`config.mk`:
```
export PLATFORM = sky130hd
export DESIGN_NAME = crc_engine
export DESIGN_NICKNAME = d
export VERILOG_FILES = /design/src/rtl/crc_bit_step.v /design/src/rtl/crc_bit_pick.v /design/src/rtl/crc_engine.v
export VERILOG_INCLUDE_DIRS = /design/src /design/src/rtl
export SDC_FILE = /design/constraint.sdc
export NUM_CORES = 1
export LEC_CHECK = 0
export BUFFER_PORTS_ARGS = -buffer_cell sky130_fd_sc_hd__buf_2
export CAP_MARGIN = 20
export CORE_MARGIN = 2
export CORE_UTILIZATION = 40
export CTS_CLUSTER_DIAMETER = 30
export DETAILED_ROUTE_END_ITERATION = 10
export HOLD_SLACK_MARGIN = 0.08
export PLACE_DENSITY_LB_ADDON = 0.2
export SLEW_MARGIN = 20
export SYNTH_ARGS = -nofsm -noshare
export SYNTH_HDL_FRONTEND = slang
export SYNTH_SLANG_ARGS = --single-unit
```
`constraint.sdc`:
```
create_clock -name sys_clk_in -period 2.65 [get_ports sys_clk_in]
set_input_delay 0 -clock sys_clk_in [delete_from_list [all_inputs] [get_ports sys_clk_in]]
set_output_delay 0 -clock sys_clk_in [all_outputs]
set_load 0.05 [all_outputs]
```
`src/rtl/crc_defs.vh`:
```
// Constants for the configurable CRC engine: register map, fields, reset values, AHB-Lite encodings.
// Assumes byte addresses on a 32-bit AHB-Lite bus, one register per aligned word.
`ifndef CRC_DEFS_VH
`define CRC_DEFS_VH

// ----------------------------------------
// Register byte offsets
// ----------------------------------------
`define CRC_ADDR_W 8
`define CRC_OFS_CTRL 8'h00
`define CRC_OFS_LEN 8'h04
`define CRC_OFS_ACC 8'h08
`define CRC_OFS_POLY 8'h0c
`define CRC_OFS_WORD 8'h10
`define CRC_OFS_SHIFT 8'h14

// ----------------------------------------
// Field positions
// ----------------------------------------
`define CRC_CTRL_GO 0
`define CRC_CTRL_ORDER 1
`define CRC_CTRL_AUG 2
`define CRC_STAT_BUSY 8
`define CRC_STAT_FULL 9
`define CRC_STAT_DONE 10
`define CRC_WLEN_LSB 0
`define CRC_WLEN_MSB 3
`define CRC_POLY_LENGTH_FIELD_LSB 8
`define CRC_POLY_LENGTH_FIELD_MSB 11
`define CRC_LANE0 0
`define CRC_LANE1 1

// ----------------------------------------
// Reset values
// ----------------------------------------
`define CRC_RST_WORD16 16'h0000
`define CRC_RST_LEN4 4'h0
`define CRC_RST_DATA32 32'h0000_0000

// ----------------------------------------
// AHB-Lite encodings
// ----------------------------------------
`define AHB_HTRANS_XFER 1
`define AHB_HSIZE_BYTE 3'h0
`define AHB_HSIZE_HALF 3'h1
`define AHB_HRESP_OKAY 1'b0

`endif

```
`src/rtl/crc_bit_step.v`:
```
// One shift of the CRC accumulator through the polynomial feedback.
// Assumes the caller masks nothing; width comes from the length field.
`timescale 1ns/10ps
`default_nettype none

module crc_bit_step (
    input wire [15:0] acc_in,
    input wire bit_in,
    input wire [15:0] poly_terms_in,
    input wire [3:0] poly_length_field_in,
    output wire [15:0] nxt_acc_out
);

    function [15:0] len_mask;
        input [3:0] last;
        begin
            len_mask = ~(16'hfffe << last);
        end
    endfunction

    wire top_bit;
    wire [15:0] shifted;
    wire [15:0] eff_poly;

    // Top term sits above the accumulator; it only decides the feedback
    assign top_bit = acc_in[poly_length_field_in];
    assign shifted = {acc_in[14:0], bit_in};
    assign eff_poly = {poly_terms_in[15:1], 1'b1};
    // Classic divider form: zeros must follow the data for the true remainder
    assign nxt_acc_out = (shifted ^ (top_bit ? eff_poly : 16'h0000))
        & len_mask(poly_length_field_in);

endmodule // crc_bit_step

`default_nettype wire

```
`src/rtl/crc_bit_pick.v`:
```
// Selects the next data bit from the input shifter.
// Assumes the remaining count runs from the word length field down to zero.
`timescale 1ns/10ps
`default_nettype none

module crc_bit_pick (
    input wire [15:0] shift_in,
    input wire [3:0] remain_in,
    input wire [3:0] word_length_field_in,
    input wire bit_order_select_in,
    output wire bit_out
);

    wire [3:0] index;

    // MSb first starts at the top of the configured length
    assign index = bit_order_select_in ? (word_length_field_in - remain_in) : remain_in;
    assign bit_out = shift_in[index];

endmodule // crc_bit_pick

`default_nettype wire

```
`src/rtl/crc_engine.v`:
```
// Configurable CRC engine with AHB-Lite register slave and a word port for a memory scanner.
// Assumes one clock, synchronous reset, and that only one data source is used at a time.
//
// What this block does
// - XOR shift register divides; remainder is check
// - Polynomial and seed up to sixteen bits
// - Length field n-1 gives n-bit accumulator
// - Top and bottom polynomial terms forced one
// - Polynomial bit zero reads back as zero
// - Middle terms come from polynomial register bits
// - Words come from software or scanner
// - Only word-length low bits are used
// - Words pass through shifter into accumulator
// - Bit order select picks MSb or LSb first
// - Low-byte write captures whole word pair
// - Accumulator holds check value when done
// - Augmentation appends accumulator-length zero bits
// - Without augmentation stop after last data bit
// - LSb-first augmented result appears bit reversed
// - Known vector gives 0x32D6 or 0x6BA2
// - Done flag set on busy fall; software clears
// - Full clears when another word fits
//
// Local design decisions: the placing of the registers and the AHB-Lite register port.
`timescale 1ns/10ps
`default_nettype none
`include "crc_defs.vh"

module crc_engine (
    input wire sys_clk_in,
    input wire srst_in,
    input wire hsel_in,
    input wire [7:0] haddr_in,
    input wire [1:0] htrans_in,
    input wire hwrite_in,
    input wire [2:0] hsize_in,
    input wire [31:0] hwdata_in,
    input wire hready_in,
    output wire [31:0] hrdata_out,
    output wire hreadyout_out,
    output wire hresp_out,
    input wire scan_word_valid_in,
    input wire [15:0] scan_word_in,
    output wire scan_word_ready_out,
    output wire busy_out,
    output wire full_out,
    output wire done_flag_out
);

    // ----------------------------------------
    // States
    // ----------------------------------------
    localparam [2:0] ST_IDLE = 3'h1;
    localparam [2:0] ST_SHIFT = 3'h2;
    localparam [2:0] ST_ZERO = 3'h4;

    // ----------------------------------------
    // Functions
    // ----------------------------------------
    function [3:0] lane_strobes;
        input [2:0] size;
        input [1:0] low;
        begin
            case (size)
                `AHB_HSIZE_BYTE: lane_strobes = 4'h1 << low;
                `AHB_HSIZE_HALF: lane_strobes = low[1] ? 4'hc : 4'h3;
                default: lane_strobes = 4'hf;
            endcase
        end
    endfunction

    function [15:0] merge16;
        input [15:0] old;
        input [31:0] data;
        input [3:0] strb;
        begin
            merge16 = old;
            if (strb[`CRC_LANE0]) begin
                merge16[7:0] = data[7:0];
            end
            if (strb[`CRC_LANE1]) begin
                merge16[15:8] = data[15:8];
            end
        end
    endfunction

    function [15:0] len_mask;
        input [3:0] last;
        begin
            len_mask = ~(16'hfffe << last);
        end
    endfunction

    // ----------------------------------------
    // Registers
    // ----------------------------------------
    reg [31:0] hrdata_ff;
    reg hreadyout_ff;
    reg hresp_ff;
    reg ph_act_ff;
    reg ph_wr_ff;
    reg [7:0] ph_addr_ff;
    reg [3:0] ph_strb_ff;
    reg go_ff;
    reg bit_order_select_ff;
    reg zero_augment_enable_ff;
    reg [3:0] word_length_field_ff;
    reg [3:0] poly_length_field_ff;
    reg [15:0] check_accumulator_ff;
    reg [15:0] polynomial_terms_ff;
    reg [15:0] input_word_pair_ff;
    reg [15:0] input_shifter_ff;
    reg shift_occ_ff;
    reg [15:0] pend_word_ff;
    reg pend_vld_ff;
    reg [3:0] remain_ff;
    reg [3:0] zero_cnt_ff;
    reg [2:0] state_ff;
    reg aug_due_ff;
    reg busy_ff;
    reg full_ff;
    reg done_ff;
    reg scan_rdy_ff;

    reg [15:0] nxt_check_accumulator;
    reg [15:0] nxt_input_word_pair;
    reg [15:0] nxt_input_shifter;
    reg nxt_shift_occ;
    reg [15:0] nxt_pend_word;
    reg nxt_pend_vld;
    reg [3:0] nxt_remain;
    reg [3:0] nxt_zero_cnt;
    reg [2:0] nxt_state;
    reg nxt_aug_due;
    reg nxt_busy;
    reg nxt_done;
    reg step_en;
    reg step_bit;
    reg [15:0] in_word;
    reg in_vld;

    wire addr_take;
    wire wr_now;
    wire data_bit;
    wire [15:0] stepped_acc;
    wire bus_capture;
    wire scan_take;

    // ----------------------------------------
    // Bus slave: one wait state per transfer
    // ----------------------------------------
    assign addr_take = hsel_in & htrans_in[`AHB_HTRANS_XFER] & hready_in;
    assign wr_now = ph_act_ff & ph_wr_ff;

    always @(posedge sys_clk_in) begin
        if (srst_in) begin
            ph_act_ff <= 1'b0;
            ph_wr_ff <= 1'b0;
            ph_addr_ff <= 8'h00;
            ph_strb_ff <= 4'h0;
            hreadyout_ff <= 1'b1;
            hresp_ff <= `AHB_HRESP_OKAY;
            hrdata_ff <= `CRC_RST_DATA32;
        end else begin
            ph_act_ff <= addr_take;
            hresp_ff <= `AHB_HRESP_OKAY;
            if (addr_take) begin
                ph_wr_ff <= hwrite_in;
                ph_addr_ff <= haddr_in;
                ph_strb_ff <= lane_strobes(hsize_in, haddr_in[1:0]);
                hreadyout_ff <= 1'b0;
            end else if (ph_act_ff) begin
                hreadyout_ff <= 1'b1;
            end
            if (ph_act_ff && !ph_wr_ff) begin
                case (ph_addr_ff)
                    `CRC_OFS_CTRL: hrdata_ff <= {21'h000000, done_ff, full_ff, busy_ff, 5'h00,
                        zero_augment_enable_ff, bit_order_select_ff, go_ff};
                    `CRC_OFS_LEN: hrdata_ff <= {20'h00000, poly_length_field_ff, 4'h0, word_length_field_ff};
                    `CRC_OFS_ACC: hrdata_ff <= {16'h0000, check_accumulator_ff};
                    `CRC_OFS_POLY: hrdata_ff <= {16'h0000, polynomial_terms_ff[15:1], 1'b0};
                    `CRC_OFS_WORD: hrdata_ff <= {16'h0000, input_word_pair_ff};
                    `CRC_OFS_SHIFT: hrdata_ff <= {16'h0000, input_shifter_ff};
                    default: hrdata_ff <= `CRC_RST_DATA32;
                endcase
            end
        end
    end

    // ----------------------------------------
    // Configuration registers
    // ----------------------------------------
    always @(posedge sys_clk_in) begin
        if (srst_in) begin
            go_ff <= 1'b0;
            bit_order_select_ff <= 1'b0;
            zero_augment_enable_ff <= 1'b0;
            word_length_field_ff <= `CRC_RST_LEN4;
            poly_length_field_ff <= `CRC_RST_LEN4;
            polynomial_terms_ff <= `CRC_RST_WORD16;
        end else if (wr_now) begin
            if (ph_addr_ff == `CRC_OFS_CTRL && ph_strb_ff[`CRC_LANE0]) begin
                go_ff <= hwdata_in[`CRC_CTRL_GO];
                bit_order_select_ff <= hwdata_in[`CRC_CTRL_ORDER];
                zero_augment_enable_ff <= hwdata_in[`CRC_CTRL_AUG];
            end
            if (ph_addr_ff == `CRC_OFS_LEN && ph_strb_ff[`CRC_LANE0]) begin
                word_length_field_ff <= hwdata_in[`CRC_WLEN_MSB:`CRC_WLEN_LSB];
            end
            if (ph_addr_ff == `CRC_OFS_LEN && ph_strb_ff[`CRC_LANE1]) begin
                poly_length_field_ff <= hwdata_in[`CRC_POLY_LENGTH_FIELD_MSB:`CRC_POLY_LENGTH_FIELD_LSB];
            end
            if (ph_addr_ff == `CRC_OFS_POLY) begin
                // Bit zero is never stored; hardware supplies the term
                polynomial_terms_ff <= merge16(polynomial_terms_ff, hwdata_in, ph_strb_ff) & 16'hfffe;
            end
        end
    end

    // ----------------------------------------
    // Word entry
    // ----------------------------------------
    // Scanner wins a same-cycle clash; the software word stays in the pair unqueued
    assign scan_take = scan_word_valid_in & scan_rdy_ff;
    assign bus_capture = wr_now & (ph_addr_ff == `CRC_OFS_WORD) & ph_strb_ff[`CRC_LANE0];

    always @* begin
        nxt_input_word_pair = input_word_pair_ff;
        if (wr_now && ph_addr_ff == `CRC_OFS_WORD) begin
            nxt_input_word_pair = merge16(input_word_pair_ff, hwdata_in, ph_strb_ff);
        end
        in_vld = scan_take | bus_capture;
        in_word = (scan_take ? scan_word_in : nxt_input_word_pair)
            & len_mask(word_length_field_ff);
    end

    // ----------------------------------------
    // Shift datapath
    // ----------------------------------------
    crc_bit_pick u_pick (
        .shift_in(input_shifter_ff),
        .remain_in(remain_ff),
        .word_length_field_in(word_length_field_ff),
        .bit_order_select_in(bit_order_select_ff),
        .bit_out(data_bit)
    );

    crc_bit_step u_step (
        .acc_in(check_accumulator_ff),
        .bit_in(step_bit),
        .poly_terms_in(polynomial_terms_ff),
        .poly_length_field_in(poly_length_field_ff),
        .nxt_acc_out(stepped_acc)
    );

    // ----------------------------------------
    // Sequencer
    // ----------------------------------------
    always @* begin
        nxt_state = state_ff;
        nxt_input_shifter = input_shifter_ff;
        nxt_shift_occ = shift_occ_ff;
        nxt_pend_word = pend_word_ff;
        nxt_pend_vld = pend_vld_ff;
        nxt_remain = remain_ff;
        nxt_zero_cnt = zero_cnt_ff;
        nxt_aug_due = aug_due_ff;
        step_en = 1'b0;
        step_bit = 1'b0;
        case (state_ff)
            ST_IDLE: begin
                if (shift_occ_ff && go_ff) begin
                    nxt_state = ST_SHIFT;
                end else if (aug_due_ff && !go_ff && !shift_occ_ff) begin
                    // Zeros follow the last word once software drops go
                    nxt_state = ST_ZERO;
                    nxt_zero_cnt = poly_length_field_ff;
                    nxt_aug_due = 1'b0;
                end
            end
            ST_SHIFT: begin
                if (go_ff) begin
                    step_en = 1'b1;
                    step_bit = data_bit;
                    if (remain_ff == 4'h0) begin
                        if (pend_vld_ff) begin
                            nxt_input_shifter = pend_word_ff;
                            nxt_remain = word_length_field_ff;
                            nxt_pend_vld = 1'b0;
                        end else begin
                            nxt_shift_occ = 1'b0;
                            nxt_state = ST_IDLE;
                        end
                    end else begin
                        nxt_remain = remain_ff - 4'h1;
                    end
                end
            end
            ST_ZERO: begin
                step_en = 1'b1;
                step_bit = 1'b0;
                if (zero_cnt_ff == 4'h0) begin
                    nxt_state = ST_IDLE;
                end else begin
                    nxt_zero_cnt = zero_cnt_ff - 4'h1;
                end
            end
            default: begin
                nxt_state = ST_IDLE;
            end
        endcase
        if (in_vld) begin
            nxt_aug_due = zero_augment_enable_ff;
            if (!nxt_shift_occ) begin
                nxt_input_shifter = in_word;
                nxt_shift_occ = 1'b1;
                nxt_remain = word_length_field_ff;
            end else begin
                // A writer ignoring full overwrites the pending word
                nxt_pend_word = in_word;
                nxt_pend_vld = 1'b1;
            end
        end
        nxt_busy = nxt_shift_occ | (nxt_state != ST_IDLE);
    end

    // Seed writes win over a shift in the same cycle
    always @* begin
        nxt_check_accumulator = step_en ? stepped_acc : check_accumulator_ff;
        if (wr_now && ph_addr_ff == `CRC_OFS_ACC) begin
            nxt_check_accumulator = merge16(check_accumulator_ff, hwdata_in, ph_strb_ff);
        end
        nxt_done = done_ff;
        if (wr_now && ph_addr_ff == `CRC_OFS_CTRL && ph_strb_ff[`CRC_LANE1] && hwdata_in[`CRC_STAT_DONE]) begin
            nxt_done = 1'b0;
        end
        if (busy_ff && !nxt_busy) begin
            nxt_done = 1'b1;
        end
    end

    always @(posedge sys_clk_in) begin
        if (srst_in) begin
            state_ff <= ST_IDLE;
            check_accumulator_ff <= `CRC_RST_WORD16;
            input_word_pair_ff <= `CRC_RST_WORD16;
            input_shifter_ff <= `CRC_RST_WORD16;
            shift_occ_ff <= 1'b0;
            pend_word_ff <= `CRC_RST_WORD16;
            pend_vld_ff <= 1'b0;
            remain_ff <= `CRC_RST_LEN4;
            zero_cnt_ff <= `CRC_RST_LEN4;
            aug_due_ff <= 1'b0;
            busy_ff <= 1'b0;
            full_ff <= 1'b0;
            done_ff <= 1'b0;
            scan_rdy_ff <= 1'b0;
        end else begin
            state_ff <= nxt_state;
            check_accumulator_ff <= nxt_check_accumulator;
            input_word_pair_ff <= nxt_input_word_pair;
            input_shifter_ff <= nxt_input_shifter;
            shift_occ_ff <= nxt_shift_occ;
            pend_word_ff <= nxt_pend_word;
            pend_vld_ff <= nxt_pend_vld;
            remain_ff <= nxt_remain;
            zero_cnt_ff <= nxt_zero_cnt;
            aug_due_ff <= nxt_aug_due;
            busy_ff <= nxt_busy;
            full_ff <= nxt_pend_vld;
            done_ff <= nxt_done;
            scan_rdy_ff <= ~nxt_pend_vld;
        end
    end

    // ----------------------------------------
    // Outputs
    // ----------------------------------------
    assign hrdata_out = hrdata_ff;
    assign hreadyout_out = hreadyout_ff;
    assign hresp_out = hresp_ff;
    assign scan_word_ready_out = scan_rdy_ff;
    assign busy_out = busy_ff;
    assign full_out = full_ff;
    assign done_flag_out = done_ff;

endmodule // crc_engine

`default_nettype wire

```
==> impl_metrics.py, run 1 <==
metrics = {
    "synthesis": {
        "postSynth.topFlopCell": "sky130_fd_sc_hd__dfxtp_1",
        "synth.top_cells.by_area": "sky130_fd_sc_hd__dfxtp_1, sky130_fd_sc_hd__mux2i_1, sky130_fd_sc_hd__nor2_1, sky130_fd_sc_hd__a21oi_1, sky130_fd_sc_hd__nand2_1",
        "synthesized_instance_count": 879,
        "synth_largest_type_area_fraction_pct": 38.0,
        "syn-mean-instance-area_um2": 8.15,
        "ys_ff_latch": 136,
        "synth_edf_count": 0,
        "yosys.cell_types.count": 67,
        "synthDominantAreaCellType": "sky130_fd_sc_hd__dfxtp_1",
        "synthArstFlopShare_pct": 0,
        "synth_sequential_area_ratio_pct": 38.0,
        "syn-cell-area_um2": 7170,
        "library_cell_with_the_highest_instance_count_after_synthesis": "sky130_fd_sc_hd__dfxtp_1",
        "synth_common_cells": "sky130_fd_sc_hd__dfxtp_1, sky130_fd_sc_hd__nor2_1, sky130_fd_sc_hd__nand2_1",
        "ys.warnings.count": 0,
    },
    "critical_path": {
        "crit_path_end_kind": "register",
        "arrival_ps": 2910,
        "crit_type": "register to register",
        "crit_start": "remain_ff[0]$_SDFF_PP0_",
        "regToRegSetupSlack_ps": 60,
        "endpoint_of_the_worst_slack_reg_to_reg_timing_path": "check_accumulator_ff[0]$_SDFFE_PP0P_",
        "ff2ff_path_depth": 11,
        "start_kind": "register",
        "worst_path_maximum_fanout": 7,
        "required_time_at_the_worst_slack_endpoint_ps": 2970,
        "r2r-start": "remain_ff[0]$_SDFF_PP0_",
    },
    "detailed_routing": {
        "drt_pre_antenna_iters": 5,
        "finalWirelength_um": 22800,
        "initialDrtViolationCount": 520,
        "routed-via-count": 6900,
        "via_count_normalized_by_instance_count": 5.53,
        "number_of_nets_with_antenna_violations_after_routing": 0,
        "post_drt_wl_per_cell_um": 18.3,
        "drcViolationCount": 0,
    },
    "sta": {
        "timing_hold_violations_final": 0,
        "highest_clock_rate_mhz": 386,
        "finalCritPeriodShare_pct": 97.9,
        "skew_ps": 9.89,
        "worst-slew-pin-transition_ps": 635,
        "timing.final.max_slew_violations": 0,
        "final.setup.tns_ps": 0,
        "worst_slew_slack_as_a_fraction_of_its_limit_pct": 57.7,
        "report.final.setup_viol": 0,
        "rsz0062_at_grt": "yes",
        "final_period_minus_worst_setup_slack_ps": 2590,
    },
    "placed_design": {
        "globalplace.congestion": 0.921,
        "io_buffer_count": 70,
        "dpl.hpwl_um": 16100,
        "place_inst": 1161,
    },
    "layout": {
        "drive_gt1_share_pct": 16.4,
        "area_delta_synth_final_pct": 26.1,
        "final_net_count": 1084,
        "final_util_pct": 51.9,
        "layoutNonFillerInstCount": 1247,
        "fillerInstances": 1711,
        "area_of_combinational_cells_with_multiple_inputs_um2": 4100,
        "register_area_um2": 2730,
        "antenna_cells": 0,
    },
    "pwr": {
        "switching_share_pct": 24.6,
        "vdd.ir_drop.worst_uv": 493,
        "pwr_density_cell_nw_per_um2": 543,
        "power_switching_uw": 1210,
        "seq_power_share_pct": 43.2,
        "comb_power_share_pct": 9.2,
        "cellInternalPower_uw": 3690,
        "clk_pwr_share_pct": 47.6,
        "leakage_uw": 0.00376,
    },
    "cts": {
        "cts_buffer_depth": 2,
        "cts_made_buffers": 17,
        "clock_latency_ps": 430,
        "clockRootBuffer": "sky130_fd_sc_hd__clkbuf_16",
        "h_tree_levels": 4,
        "cts_tree": "done",
        "path_clk_slew_ps": 60,
        "clock_sink_count": 136,
    },
    "floorplanning": {
        "dieHeight_um": 138,
        "die_area_um2": 19000,
        "io-pin-count": 105,
        "initial_core_util_pct": 41.1,
        "fp.coreArea_um2": 17400,
        "row_count": 48,
        "die_width_um": 138,
    },
    "global_route": {
        "antenna_found_initial": 0,
        "grt_pass1_vias": 6548,
        "global_route.overflow_total": 0,
        "largest_net_degree_at_the_start_of_global_routing": 109,
        "grt_first_pass_wirelength_um": 35800,
        "globalRouteTotalUtil_pct": 24.8,
    },
    "outcome": {
        "outcome": "finished, final reports clean",
    },
    "hold_path": {
        "min_from": "htrans_in[1]",
        "worst_hold_depth": 3,
        "min_path_type": "primary input to register",
        "worstHoldEndpoint": "ph_act_ff$_SDFF_PP0_",
    },
    "flow_run": {
        "drv.max_cap_violation_count": 0,
    },
}
-- power groups by stage --
stage               logic (uW)  registers [uW]  clock network, uW
floorplan                  246            2170                  0
global placement           382            2160                  0
detailed placement         383            2160                  0
CTS                        446            2120               2360
global route               485            2120               2440
finish                     450            2120               2340
-- timing repair --
| item | in CTS | in global routing |
|---|---|---|
| gates cloned | 0 | 0 |
| endpoints found under the setup margin | 2 | 3 |
| endpoints found under the hold margin | 104 | 0 |
| setup buffers | 1 | 0 |
| resized for setup | 1 | 6 |
| hold buffers | 54 | 0 |
-- cells by family (layout without fill, tap and decap cells) --
group	Yosys count	count (layout)	share of synthesized area [%]
other	1	17	0.0523
buffers and inverters	93	220	5.95
XOR/XNOR	16	16	1.96
AO/OA/AOI/OAI	218	218	19.5
flip-flops	136	136	38.0
multiplexers	91	91	13.7
adder cells (fa/ha/maj)	7	7	1.33
AND/OR/NAND/NOR	317	317	19.4
-- cell usage in the layout, fill, tap and decap left out, types with 4 or more instances in the layout --
master,count
sky130_fd_sc_hd__clkinv_2,4
sky130_fd_sc_hd__nand2b_1,7
sky130_fd_sc_hd__dfxtp_1,133
sky130_fd_sc_hd__nor3b_1,4
sky130_fd_sc_hd__o21ai_1,8
sky130_fd_sc_hd__a21oi_1,87
sky130_fd_sc_hd__o221ai_1,5
sky130_fd_sc_hd__ha_1,5
sky130_fd_sc_hd__a211oi_1,32
sky130_fd_sc_hd__or3_1,4
sky130_fd_sc_hd__and3_1,8
sky130_fd_sc_hd__a22oi_1,5
sky130_fd_sc_hd__nor2_1,128
sky130_fd_sc_hd__buf_4,48
sky130_fd_sc_hd__buf_2,69
sky130_fd_sc_hd__and2_1,4
sky130_fd_sc_hd__clkbuf_16,17
sky130_fd_sc_hd__mux4_2,5
sky130_fd_sc_hd__conb_1,17
sky130_fd_sc_hd__nor3_1,8
sky130_fd_sc_hd__a31oi_1,5
sky130_fd_sc_hd__nor2b_1,6
sky130_fd_sc_hd__nand2_1,105
sky130_fd_sc_hd__o21ai_0,23
sky130_fd_sc_hd__nand3_1,24
sky130_fd_sc_hd__mux2i_1,79
sky130_fd_sc_hd__o211ai_1,4
sky130_fd_sc_hd__inv_1,13
sky130_fd_sc_hd__a221oi_1,14
sky130_fd_sc_hd__xnor2_1,14
sky130_fd_sc_hd__dlygate4sd3_1,54
-- worst max-delay path, cell delays in order (launching register included) --
cell                      delay [ps]
sky130_fd_sc_hd__dfxtp_1         360
sky130_fd_sc_hd__ha_4            150
sky130_fd_sc_hd__inv_2            30
sky130_fd_sc_hd__fa_1            480
sky130_fd_sc_hd__mux2i_4         180
sky130_fd_sc_hd__buf_12          150
sky130_fd_sc_hd__mux2i_1         180
sky130_fd_sc_hd__mux2i_1          80
sky130_fd_sc_hd__and3_1          180
sky130_fd_sc_hd__o21a_1          180
sky130_fd_sc_hd__or3_1           310
sky130_fd_sc_hd__a31o_1          200
-- per-layer routing --
layer,share of wire (%),GRT usage (%),vias up
met3,5.6,5.30,26
met2,45,38.6,223
met5,0,0,-
met1,48,34.5,3293
met4,1.7,7.54,0
li1,-,-,3358
-- flip-flops by register name, indices dropped and copies added, names as in the netlist, 8 cells and up --
name,flops
check_accumulator_ff,16
hrdata_out,16
input_shifter_ff,16
input_word_pair_ff,16
pend_word_ff,16
polynomial_terms_ff,15
ph_addr_ff,8
-- how the worst max path moves through the flow --
stage / end / slack, ps / cells after the start
global placement: check_accumulator_ff[0]$_SDFFE_PP0P_ / 0.9 / 12
finish: check_accumulator_ff[0]$_SDFFE_PP0P_ / 60 / 11
CTS: check_accumulator_ff[0]$_SDFFE_PP0P_ / 30 / 12
global route: check_accumulator_ff[0]$_SDFFE_PP0P_ / -80 / 12
floorplan: check_accumulator_ff[0]$_SDFFE_PP0P_ / 7 / 11
detailed placement: check_accumulator_ff[0]$_SDFFE_PP0P_ / -30 / 12
-- per-stage QoR --
stage / setup slack (ps) / cell area (um2) / total power [uW] / hold WS (ps)
after floorplan: 6.53 / 7240 / 2420 / 136
after global placement: 0.936 / 7880 / 2540 / 247
after detailed placement: -25.4 / 7880 / 2540 / 251
after CTS: 29.9 / 9010 / 4930 / 104
after global routing: -78.2 / 9030 / 5050 / 154
final: 56.9 / 9030 / 4900 / 107
-- cell type report --
type                    instances  area share (%)
clock buffers                  23            5.29
clock inverters                 8            1.07
inverters                      16           0.665
multi-input cells             666            45.4
flip-flops and latches        136            30.2
well taps                     225            3.12
repair buffers                173            14.2
No activity file was read; power rests on OpenSTA's default activity.
==> run 2, diff against run 1 <==
CORE_MARGIN = default   (was 2)
==> run 2 against run 1 <==
The run now ends with negative setup slack left. Via count is 0.14% lower. Combinational power hardly changed. Critical endpoint unchanged. Clock skew fell by 0.74 ps.
==> impl_metrics.py, run 2 (synthesis results as in run 1) <==
metrics = {
    "outcome": {
        "outcome": "complete, but fails checks",
        "violations": "negative setup slack",
    },
    "critical_path": {
        "ff2ff_path_depth": 13,
        "worst_path_maximum_fanout": 6,
        "start_kind": "register",
        "regToRegSetupSlack_ps": -30,
        "crit_path_cell_trace": "inv_2 > ha_4 > inv_2 > fa_1 > mux2i_4 > buf_12 > buf_4 > mux2i_1 > mux2_2 > a21o_1 > a211oi_2 > o21ai_1 > a31o_1",
        "arrival_ps": 3000,
        "r2r-start": "len_mask.last[0]$_SDFFE_PP0P_",
        "critPathMostFrequentCell": "sky130_fd_sc_hd__inv_2",
        "crit_path_end_kind": "register",
        "timing.critical_path.slowest_cell_delay_ps": 550,
        "crit_type": "register to register",
        "crit_slowest_cell": "sky130_fd_sc_hd__fa_1",
        "required_time_at_the_worst_slack_endpoint_ps": 2970,
        "endpoint_of_the_worst_slack_reg_to_reg_timing_path": "check_accumulator_ff[0]$_SDFFE_PP0P_",
    },
    "sta": {
        "worst-slew-pin-transition_ps": 749,
        "final_period_minus_worst_setup_slack_ps": 2680,
        "hold_slack_ps": 100,
        "highest_clock_rate_mhz": 373,
        "finalWorstSetupSlack_ps": -30.9,
        "timing_hold_violations_final": 0,
        "timing.final.max_slew_violations": 0,
        "skew_ps": 9.15,
        "report.final.setup_viol": 1,
        "worst_slew_slack_as_a_fraction_of_its_limit_pct": 49.7,
        "final.setup.tns_ps": -30.9,
        "rsz0062_at_grt": "yes",
        "finalCritPeriodShare_pct": 101,
    },
    "layout": {
        "final_net_count": 1089,
        "antenna_cells": 0,
        "final_util_pct": 52.4,
        "most-common-layout-cells": "sky130_fd_sc_hd__dfxtp_1, sky130_fd_sc_hd__nor2_1, sky130_fd_sc_hd__nand2_1",
        "drive_gt1_share_pct": 17.0,
        "final_common_cell": "sky130_fd_sc_hd__dfxtp_1",
        "area_delta_synth_final_pct": 27.4,
    },
    "pwr": {
        "pwr_density_cell_nw_per_um2": 558,
        "power_switching_uw": 1270,
        "clk_pwr_share_pct": 49.6,
        "leakage_uw": 0.00382,
        "total_power_uw": 5100,
        "comb_power_share_pct": 8.9,
        "vdd.ir_drop.worst_uv": 426,
        "seq_power_share_pct": 41.5,
        "cellInternalPower_uw": 3830,
        "switching_share_pct": 24.9,
    },
    "hold_path": {
        "min_from": "htrans_in[1]",
        "min_path_type": "primary input to register",
        "worstHoldEndpoint": "ph_act_ff$_SDFF_PP0_",
        "worst_hold_depth": 3,
    },
    "global_route": {
        "grt_first_pass_wirelength_um": 36200,
        "largest_net_degree_at_the_start_of_global_routing": 39,
        "grt_pass1_vias": 6501,
        "antenna_found_initial": 0,
        "globalRouteTotalUtil_pct": 25.9,
        "global_route.overflow_total": 0,
    },
    "cts": {
        "clock_sink_count": 136,
        "clockRootBuffer": "sky130_fd_sc_hd__clkbuf_16",
        "cts_tree": "done",
        "cts_made_buffers": 17,
        "cts_buffer_depth": 2,
        "clock_latency_ps": 430,
        "path_clk_slew_ps": 60,
        "h_tree_levels": 4,
    },
    "floorplanning": {
        "row_count": 48,
        "die_area_um2": 18500,
        "initial_core_util_pct": 41.1,
        "die_width_um": 136,
        "fp.coreArea_um2": 17400,
        "io-pin-count": 105,
        "dieHeight_um": 136,
    },
    "detailed_routing": {
        "finalWirelength_um": 22800,
        "number_of_nets_with_antenna_violations_after_routing": 0,
        "drcViolationCount": 0,
        "routed-via-count": 6890,
        "initialDrtViolationCount": 602,
        "via_count_normalized_by_instance_count": 5.50,
        "post_drt_wl_per_cell_um": 18.2,
        "drt_pre_antenna_iters": 5,
    },
    "flow_run": {
        "drv.max_cap_violation_count": 0,
    },
    "placed_design": {
        "dpl.hpwl_um": 16100,
        "io_buffer_count": 70,
        "globalplace.congestion": 0.887,
    },
}
==> run 2: changes by cell type in the layout (fill, tap and decap cells not counted), sizes merged <==
cell / delta
clkbuf: -2
dlygate4sd3: +2
clkinvlp: +2
buf: +3
bufinv: +1
==> run 2: layout make-up <==
cell class	instances	area, um2
Clock inverter	11	145
Clock buffer	21	480
Timing Repair Buffer	178	1330
Inverter	16	60.1
Fill cell	1689	8290
Multi-Input combinational cell	666	4110
Sequential cell	136	2730
Tap cell	225	282
==> run 2: worst max-delay path by stage <==
stage,slack [ps],startpoint,cells past startpoint,end
6_report,-30,len_mask.last[0]$_SDFFE_PP0P_,13,check_accumulator_ff[0]$_SDFFE_PP0P_
3_3_place_gp,20,len_mask.last[0]$_SDFFE_PP0P_,11,check_accumulator_ff[0]$_SDFFE_PP0P_
3_5_place_dp,-30,len_mask.last[0]$_SDFFE_PP0P_,11,check_accumulator_ff[0]$_SDFFE_PP0P_
2_1_floorplan,7,len_mask.last[0]$_SDFFE_PP0P_,11,check_accumulator_ff[0]$_SDFFE_PP0P_
5_1_grt,-140,len_mask.last[0]$_SDFFE_PP0P_,12,check_accumulator_ff[0]$_SDFFE_PP0P_
4_1_cts,-3,len_mask.last[0]$_SDFFE_PP0P_,12,check_accumulator_ff[0]$_SDFFE_PP0P_
==> run 2: per-layer routing <==
metal / GRT usage, % / vias to the layer above / wire [um]
met4: 7.49 / 0 / 328
met5: 0 / - / 0
met2: 39.6 / 201 / 10200
met3: 5.07 / 28 / 1200
li1: - / 3378 / -
met1: 36.6 / 3283 / 11100
==> run 2: through the flow <==
step           instance area, um2  instances  worst slack (ps)
6_report                     9130       1253             -30.9
2_1_floorplan                7240        895              6.53
5_1_grt                      9130       1253              -144
4_1_cts                      9100       1252             -2.61
3_5_place_dp                 7890       1162             -28.7
3_3_place_gp                 7890       1162              18.4
==> run 2: critical path: cells and delay by family (launching register included) <==
kind | cells | cell delay, ps
AO/OA/AOI/OAI | 4 | 720
adder cells (fa/ha/maj) | 2 | 670
buffers and inverters | 4 | 390
flip-flops | 1 | 330
multiplexers | 3 | 460
==> run 2: what timing repair did <==
item	4_1_cts	5_1_grt
gates resized for setup	1	6
endpoints found under the setup margin	1	3
buffers inserted	2	1
pin swaps	4	5
hold buffers	56	0
gates cloned	0	0
endpoints found under the hold margin	104	0
==> run 2: power groups by stage <==
| stage | clock network [uW] | registers [uW] | logic (uW) |
|---|---|---|---|
| 6_report | 2530 | 2120 | 453 |
| 2_1_floorplan | 0 | 2170 | 246 |
| 4_1_cts | 2540 | 2120 | 448 |
| 5_1_grt | 2630 | 2120 | 487 |
| 3_3_place_gp | 0 | 2160 | 383 |
| 3_5_place_dp | 0 | 2160 | 385 |
